### src/design/pmdlc_defs.svh
// Register offsets, field positions and reset values of the lane control and status block.
`ifndef PMDLC_DEFS_SVH
`define PMDLC_DEFS_SVH
// ==========================================================================
// Register indices (byte address is four times the index).
`define PMDLC_IDX_CTRL1 5'h00
`define PMDLC_IDX_STAT1 5'h01
`define PMDLC_IDX_STAT2 5'h08
`define PMDLC_IDX_TXDIS 5'h09
`define PMDLC_IDX_SIGDET 5'h0A
`define PMDLC_IDX_FAULTSRC 5'h10
// ==========================================================================
// Field positions.
`define PMDLC_CTRL1_RESET 15
`define PMDLC_STAT1_FAULT 7
`define PMDLC_STAT2_TXFLT 11
`define PMDLC_STAT2_RXFLT 10
`define PMDLC_GLOBAL_BIT 0
`define PMDLC_LANE_LSB 1
`define PMDLC_LANES 4
// ==========================================================================
// Reset values and counts.
`define PMDLC_TXDIS_RST 5'h00
`define PMDLC_RESET_HOLD 4'hF
`endif

### src/design/pmdlc_pkg.sv
// Types shared by the lane control and status block.
`default_nettype none
package pmdlc_pkg;
   typedef logic [3:0] pmdlc_lanes_t;
   typedef struct packed {
      logic [7:0] addr;
      logic [15:0] wdata;
      logic wr;
      logic rd;
   } pmdlc_bus_t;
   typedef struct packed {
      pmdlc_lanes_t tx_fault;
      pmdlc_lanes_t rx_fault;
   } pmdlc_fault_t;
endpackage
`default_nettype wire

### src/design/pmdlc_top.sv
// Top of the four-lane medium-dependent control and status block.
`default_nettype none
`include "pmdlc_defs.svh"
// Summary of operation
// RL1 - Transmit bits pass in order per lane
// RL2 - Receive bits delivered per lane intact
// RL3 - Transmit one is high optical power
// RL4 - Received high power becomes logical one
// RL5 - Exactly four lanes, zero to three
// RL6 - Upper layer feeds four lanes continuously
// RL7 - Device feeds four receive lanes continuously
// RL8 - Global detect reported on service output
// RL9 - Global detect covers all four lanes
// RL10 - Detect is one bit, OK or FAIL
// RL11 - Upper layer ignores data on FAIL
// RL12 - Detect OK does not prove data
// RL13 - Optional per-lane detect status
// RL14 - Reset control returns sublayer to start
// RL15 - Global disable darkens all transmitters
// RL16 - Lane disable darkens only that lane
// RL17 - Summary fault on any local fault
// RL18 - Transmit fault on any transmit lane
// RL19 - Receive fault on any receive lane
// RL20 - Management registers and access both present
// RL21 - Fast wake idle only, no deep sleep
// RL22 - Reset at control one bit fifteen
// RL23 - Disables at bits zero through four
// RL24 - Fault bits seven, eleven and ten
// RL25 - Detects at bits zero through four
// RL26 - Global detect is AND of lanes
// RL27 - One-cycle event on detect change
module pmdlc_top (
   // Clock and reset.
   input wire logic i_ref_clk,
   input wire logic i_rst_b,
   // Register port.
   input wire logic [7:0] i_addr,
   input wire logic [15:0] i_wdata,
   input wire logic i_wr,
   input wire logic i_rd,
   output logic [15:0] o_rdata,
   // Service interface lanes.
   input wire pmdlc_pkg::pmdlc_lanes_t i_tx_bit,
   output logic [3:0] o_rx_bit,
   output logic o_signal_ok,
   output logic o_signal_event,
   // Medium side.
   output logic [3:0] o_tx_light,
   input wire pmdlc_pkg::pmdlc_lanes_t i_rx_light,
   input wire pmdlc_pkg::pmdlc_lanes_t i_rx_det,
   input wire pmdlc_pkg::pmdlc_lanes_t i_tx_fault,
   input wire pmdlc_pkg::pmdlc_lanes_t i_rx_fault,
   // Low-power idle.
   input wire logic i_lpi_req,
   output logic o_lpi_active
);
   import pmdlc_pkg::*;

   // ==========================================================================
   // Synchronisers and shared state.
   pmdlc_bus_t bus;
   pmdlc_fault_t flt_m_q;
   pmdlc_fault_t flt_q;
   logic lpi_m_q;
   logic lpi_q;
   logic [4:0] txdis_q;
   logic [3:0] srst_cnt_q;
   logic srst_q;
   logic [3:0] lane_det;
   logic [3:0] lane_tx;
   logic [3:0] lane_rx;
   logic [3:0] lane_off;
   logic gdet_q;
   logic gdet_d;
   logic evt_q;
   logic [15:0] rdata_q;
   logic [15:0] rdata_d;
   logic lpi_act_q;
   logic [4:0] idx;
   logic flt_any;

   assign bus = '{addr: i_addr, wdata: i_wdata, wr: i_wr, rd: i_rd};
   assign idx = bus.addr[6:2];

   always_ff @(posedge i_ref_clk or negedge i_rst_b) begin
      if (!i_rst_b) begin
         flt_m_q <= '0;
         flt_q <= '0;
         lpi_m_q <= 1'b0;
         lpi_q <= 1'b0;
      end else begin
         flt_m_q <= '{tx_fault: i_tx_fault, rx_fault: i_rx_fault};
         flt_q <= flt_m_q;
         lpi_m_q <= i_lpi_req;
         lpi_q <= lpi_m_q;
      end
   end

   // ==========================================================================
   // Sublayer reset, self-clearing after a short hold. [RL14] [RL22]
   always_ff @(posedge i_ref_clk or negedge i_rst_b) begin
      if (!i_rst_b) begin
         srst_cnt_q <= 4'h0;
         srst_q <= 1'b0;
      end else if (bus.wr && idx == `PMDLC_IDX_CTRL1 && bus.wdata[`PMDLC_CTRL1_RESET]) begin
         srst_cnt_q <= `PMDLC_RESET_HOLD;
         srst_q <= 1'b1;
      end else if (srst_cnt_q != 4'h0) begin
         srst_cnt_q <= srst_cnt_q - 4'h1;
         srst_q <= 1'b1;
      end else begin
         srst_q <= 1'b0;
      end
   end

   // Transmit disable register: global at bit 0, lanes at bits 1 to 4. [RL23] [RL20]
   always_ff @(posedge i_ref_clk or negedge i_rst_b) begin
      if (!i_rst_b) begin
         txdis_q <= `PMDLC_TXDIS_RST;
      end else if (srst_q) begin
         txdis_q <= `PMDLC_TXDIS_RST;
      end else if (bus.wr && idx == `PMDLC_IDX_TXDIS) begin
         txdis_q <= bus.wdata[4:0];
      end
   end

   // ==========================================================================
   // Four independent lanes. [RL5]
   genvar g;
   generate
      for (g = 0; g < `PMDLC_LANES; g++) begin : g_lane
         // Global disable forces every lane off. [RL15]
         assign lane_off[g] = txdis_q[`PMDLC_GLOBAL_BIT] | txdis_q[`PMDLC_LANE_LSB + g];
         pmdlc_lane u_lane (
            .i_ref_clk(i_ref_clk),
            .i_rst_b(i_rst_b),
            .i_srst(srst_q),
            .i_tx_bit(i_tx_bit[g]),
            .i_tx_off(lane_off[g]),
            .o_tx_light(lane_tx[g]),
            .i_rx_light(i_rx_light[g]),
            .i_rx_det(i_rx_det[g]),
            .o_rx_bit(lane_rx[g]),
            .o_det(lane_det[g])
         );
      end
   endgenerate

   // ==========================================================================
   // Global signal detect: one bit, OK only when every lane detects. [RL9] [RL10] [RL26]
   assign gdet_d = &lane_det;

   always_ff @(posedge i_ref_clk or negedge i_rst_b) begin
      if (!i_rst_b) begin
         gdet_q <= 1'b0;
         evt_q <= 1'b0;
      end else begin
         gdet_q <= gdet_d;
         // A pulse on every change drives the indication. [RL8] [RL27]
         evt_q <= gdet_d ^ gdet_q;
      end
   end

   // Fast-wake idle only; no deep-sleep state exists. [RL21]
   always_ff @(posedge i_ref_clk or negedge i_rst_b) begin
      if (!i_rst_b) begin
         lpi_act_q <= 1'b0;
      end else begin
         lpi_act_q <= lpi_q & ~srst_q;
      end
   end

   // ==========================================================================
   // Register read, data in the cycle after the strobe.
   assign flt_any = |flt_q.tx_fault | |flt_q.rx_fault;

   always_comb begin
      rdata_d = 16'h0000;
      unique case (idx)
         `PMDLC_IDX_CTRL1: rdata_d[`PMDLC_CTRL1_RESET] = srst_q;
         `PMDLC_IDX_STAT1: rdata_d[`PMDLC_STAT1_FAULT] = flt_any; // [RL17] [RL24]
         `PMDLC_IDX_STAT2: begin
            rdata_d[`PMDLC_STAT2_TXFLT] = |flt_q.tx_fault; // [RL18] [RL24]
            rdata_d[`PMDLC_STAT2_RXFLT] = |flt_q.rx_fault; // [RL19] [RL24]
         end
         `PMDLC_IDX_TXDIS: rdata_d[4:0] = txdis_q;
         `PMDLC_IDX_SIGDET: rdata_d[4:0] = {lane_det, gdet_q}; // [RL25] [RL13]
         `PMDLC_IDX_FAULTSRC: rdata_d[7:0] = flt_q;
         default: rdata_d = 16'h0000;
      endcase
   end

   always_ff @(posedge i_ref_clk or negedge i_rst_b) begin
      if (!i_rst_b) begin
         rdata_q <= 16'h0000;
      end else if (bus.rd) begin
         rdata_q <= rdata_d;
      end else begin
         rdata_q <= 16'h0000;
      end
   end

   assign o_rdata = rdata_q;
   assign o_rx_bit = lane_rx;
   assign o_tx_light = lane_tx;
   assign o_signal_ok = gdet_q;
   assign o_signal_event = evt_q;
   assign o_lpi_active = lpi_act_q;
endmodule
`default_nettype wire

### src/design/pmdlc_lane.sv
// One lane of the data path: two-flop detect synchroniser and bit passing.
`default_nettype none
`include "pmdlc_defs.svh"
module pmdlc_lane (
   // Clock and reset.
   input wire logic i_ref_clk,
   input wire logic i_rst_b,
   input wire logic i_srst,
   // Transmit path.
   input wire logic i_tx_bit,
   input wire logic i_tx_off,
   output logic o_tx_light,
   // Receive path.
   input wire logic i_rx_light,
   input wire logic i_rx_det,
   output logic o_rx_bit,
   output logic o_det
);
   logic det_m_q;
   logic det_q;
   logic rx_m_q;
   logic rx_q;
   logic tx_q;

   // High power carries a one; a disabled lane stays dark. [RL1] [RL3] [RL16]
   always_ff @(posedge i_ref_clk or negedge i_rst_b) begin
      if (!i_rst_b) begin
         tx_q <= 1'b0;
      end else if (i_srst) begin
         tx_q <= 1'b0;
      end else begin
         tx_q <= i_tx_bit & ~i_tx_off;
      end
   end

   // High received power is delivered as one, lane kept in place. [RL2] [RL4] [RL7]
   always_ff @(posedge i_ref_clk or negedge i_rst_b) begin
      if (!i_rst_b) begin
         rx_m_q <= 1'b0;
         rx_q <= 1'b0;
      end else begin
         rx_m_q <= i_rx_light;
         rx_q <= rx_m_q;
      end
   end

   // Per-lane detect, set only from its own lane. [RL13]
   always_ff @(posedge i_ref_clk or negedge i_rst_b) begin
      if (!i_rst_b) begin
         det_m_q <= 1'b0;
         det_q <= 1'b0;
      end else begin
         det_m_q <= i_rx_det;
         det_q <= det_m_q;
      end
   end

   assign o_tx_light = tx_q;
   assign o_rx_bit = rx_q;
   assign o_det = det_q;
endmodule
`default_nettype wire

### config.mk
export PLATFORM = sky130hd
export DESIGN_NAME = pmdlc_top
export DESIGN_NICKNAME = d
export VERILOG_FILES = /design/src/design/pmdlc_pkg.sv /design/src/design/pmdlc_top.sv /design/src/design/pmdlc_lane.sv
export VERILOG_INCLUDE_DIRS = /design/src /design/src/design
export SDC_FILE = /design/constraint.sdc
export NUM_CORES = 1
export LEC_CHECK = 0
export BUFFER_PORTS_ARGS = -buffer_cell sky130_fd_sc_hd__clkbuf_2
export CAP_MARGIN = 20
export CORE_ASPECT_RATIO = 1.1
export CORE_UTILIZATION = 45
export CTS_CLUSTER_SIZE = 16
export DETAILED_ROUTE_END_ITERATION = 12
export PLACE_DENSITY = 0.76
export SLEW_MARGIN = 0
export SYNTH_ARGS = -nofsm -noshare
export SYNTH_HDL_FRONTEND = slang
export SYNTH_HIERARCHICAL = 1
export SYNTH_SLANG_ARGS = --single-unit
### constraint.sdc
create_clock -name i_ref_clk -period 4.65 [get_ports i_ref_clk]
set_clock_uncertainty 0.1 [all_clocks]
set_input_delay 0.465 -clock i_ref_clk [delete_from_list [all_inputs] [get_ports i_ref_clk]]
set_output_delay 0.465 -clock i_ref_clk [all_outputs]
set_load 0.02 [all_outputs]
==> flow_summary.toml <==
[floorplan]
dieArea_mm2 = 0.00533
core_area_mm2 = 0.00475
die_h_um = 76.5
num_rows = 26
die_w_um = 69.7
initial_core_util = 0.478
io_pins = 76

[timing]
fin_crit_sh = 0.378
finalSetupViolations = 0
drv_slew = 0
rsz0062_at_grt = "false"
tightest_slew_ns = 0.735
timing.fmax_mhz = 570
hold_viol = 0
slew-limit-headroom = 0.510
fin_crit_ns = 1.76
setup_tns_ns = 0

[cts]
clk_latency_ns = 0.34
clock-sinks = 62
ctsLongestPathBuffers = 2
hold_buffers = 0
cts_tree = "built"
htreeDepth = 3
cts_setup_buffers = 0
clkSlewWorstSetupHoldPaths_ns = 0.07
cts-root-buf = "clkbuf_8"
cts_resized = 0
cts_buffers = 9

[flow_run]
max-cap-violations = 0

[global_routing]
grt-ovfl-total = 0
grt_pass1_vias = 1453
grt_max_degree = 63
grt_pass1_wl_um = 6630
antenna_found_initial = 0
track_usage = 0.165

[yosys]
synth_seq_cells = 62
synth-edff-count = 0
yosysUniqueCellTypes = 36
syn_area_per_cell_um2 = 13.8
synth_flop_cell = "dfrtp_1"
synth_area_mm2 = 0.00227
synth_async_sr_flop_share = 1.00
ys_warn_count = 6
netlist_instances = 164
synth_seq_area_share = 0.683

[route]
drtAntennaViolNets = 0
routedWlPerCell_um = 13.2
drc_errors = 0
viasPerCell = 4.99
drt-total-wl_um = 3840
vias = 1451
dr.first_iter.drc_count = 75
drtPass1Iterations = 4

[pwr]
combPwrFrac = 0.117
peakVddDrop_mv = 0.289
p_sw_frac = 0.250
seqPwrFrac = 0.476
p_leak_nw = 1.42
p_int_uw = 969
p_sw_uw = 323
clkPwrFrac = 0.407
power.density_mw_per_mm2 = 456

[finish]
utilization = 0.597
finish.instance_area_mm2 = 0.00283
area_growth_pct = 24.8
drive_above_1_share = 0.374
final_cell_mix = "dfrtp_1 (62), clkbuf_2 (57), nand3_1 (12)"
mostFrequentLayoutCell = "dfrtp_1"
fin_nets = 281
antenna_cells = 0

[setup_path]
critPathMaxStageDelay_ns = 0.48
cp_slowest_cell = "nor3b_1"
startpoint = "srst_cnt_q[0]"
ff2ff_path_depth = 5
critPathMaxFanout = 4
path_class = "reg2reg"
rr_startpoint = "srst_cnt_q[0]"
regToRegEndpoint = "srst_cnt_q[1]"
crit_path_start_kind = "flop"
cp.arrival_ns = 1.93
worstSetupEndpointType = "flop"
required_ns = 4.83
endpoint = "srst_cnt_q[1]"
ff2ff_setup_slack_ns = 2.89
cp_cell_sequence = "inv_1 -> ha_1 -> nor3b_1 -> mux2_1 -> nand2_1"

[placement]
gp_congestion = 0.837
io_buffers = 57
hpwlAfterDp_um = 2700
placed_cell_area_mm2 = 0.00260

[min_path]
hp-class = "in2reg"

[status]
status = "finished clean"
area by class of cell:
cell class	count	area [um^2]
Fill cell	390	1920
Sequential cell	62	1550
Multi-Input combinational cell	95	674
Timing Repair Buffer	58	293
Clock buffer	10	138
Clock inverter	6	92.6
Tap cell	56	70.1
Inverter	4	15.0
synthesized netlist by cell type, drive strengths merged (2+ instances only):
cell type   n  area (um^2)
a21oi      10         50.1
and3        3         18.8
and3b      10         87.6
and4bb      2         25.0
buf         5         37.5
clkbuf      2         7.51
dfrtp      62         1550
ha          2         25.0
inv         4         15.0
nand2       4         15.0
nand3      12         60.1
nor2        5         18.8
nor2b       2         12.5
nor3        2         10.0
nor3b       6         70.1
nor4        2         12.5
o21ai      11         55.1
or2         4         25.0
xnor2       2         17.5
metal layers:
metal | GRT usage | part of all wire | wire length, um | up-vias
met5 | 0 | 0 | 0 | -
met4 | 0.102 | 0.024 | 93 | 0
met3 | 0.0437 | 0.044 | 169 | 10
met2 | 0.261 | 0.51 | 1940 | 39
met1 | 0.200 | 0.43 | 1640 | 701
li1 | - | - | - | 701
critical path: cells and delay by family, from the launching register on:
kind	cells	cell delay [ns]
adders and majority gates	1	0.18
buffers and inverters	1	0.12
DFF	1	0.38
muxes	1	0.37
and+or+nand+nor	2	0.54
state kept, by name, summed over array words and instances (netlist names):
signal and cells:
g_lane.u_lane/o_tx_light 4, o_lpi_active 1, g_lane.u_lane/o_rx_bit 4, o_signal_event 1, srst_q 1, srst_cnt_q 4
o_rdata 11, lpi_q 1, o_signal_ok 1, flt_m_q 8, flt_q 8, lpi_m_q 1
g_lane.u_lane/rx_m_q 4, g_lane.u_lane/det_m_q 4, g_lane.u_lane/o_det 4, txdis_q 5
power by group through the flow:
stage | Clock, mW | Combinational, mW | Sequential (mW)
floorplan | 0 | 0.0903 | 0.630
global placement | 0 | 0.145 | 0.623
detailed placement | 0 | 0.152 | 0.625
CTS | 0.540 | 0.153 | 0.615
global route | 0.566 | 0.171 | 0.621
finish | 0.526 | 0.151 | 0.615
logic make-up (layout without fill, tap and decap cells):
logic type                 count (synthesis)  in the layout  share of synthesized area
other                                      1              5                    0.00165
DFF                                       62             62                      0.683
adders and majority gates                  2              2                     0.0110
buffers and inverters                     11             78                     0.0264
and+or+nand+nor                           59             59                      0.189
muxes                                      2              2                    0.00937
xor gates and xnor gates                   3              3                     0.0116
AOI/OAI and AO/OA                         24             24                     0.0678
per-stage QoR:
| stage | setup WS, ns | instances | hold slack [ns] | total power [mW] |
|---|---|---|---|---|
| 6_report | 2.89 | 291 | 0.127 | 1.29 |
| 5_1_grt | 2.78 | 291 | 0.105 | 1.36 |
| 4_1_cts | 2.90 | 291 | 0.112 | 1.31 |
| 3_5_place_dp | 2.85 | 275 | 0.235 | 0.777 |
| 3_3_place_gp | 2.91 | 275 | 0.233 | 0.768 |
| 2_1_floorplan | 3.07 | 168 | 0.0694 | 0.721 |
how the worst min path moves through the flow:
stage / end / slack [ns] / from / cells after the start
3_3_place_gp: g_lane[0].u_lane/o_rx_bit / 0.23 / g_lane[0].u_lane/rx_m_q / 0
3_5_place_dp: g_lane[2].u_lane/o_det / 0.23 / g_lane[2].u_lane/det_m_q / 0
2_1_floorplan: flt_m_q[0] / 0.07 / i_rst_b / 0
5_1_grt: flt_m_q[1] / 0.11 / i_rx_fault[1] / 1
6_report: flt_m_q[5] / 0.13 / i_tx_fault[1] / 1
4_1_cts: flt_m_q[6] / 0.11 / i_tx_fault[2] / 1
(Power assumes the default switching activity.)
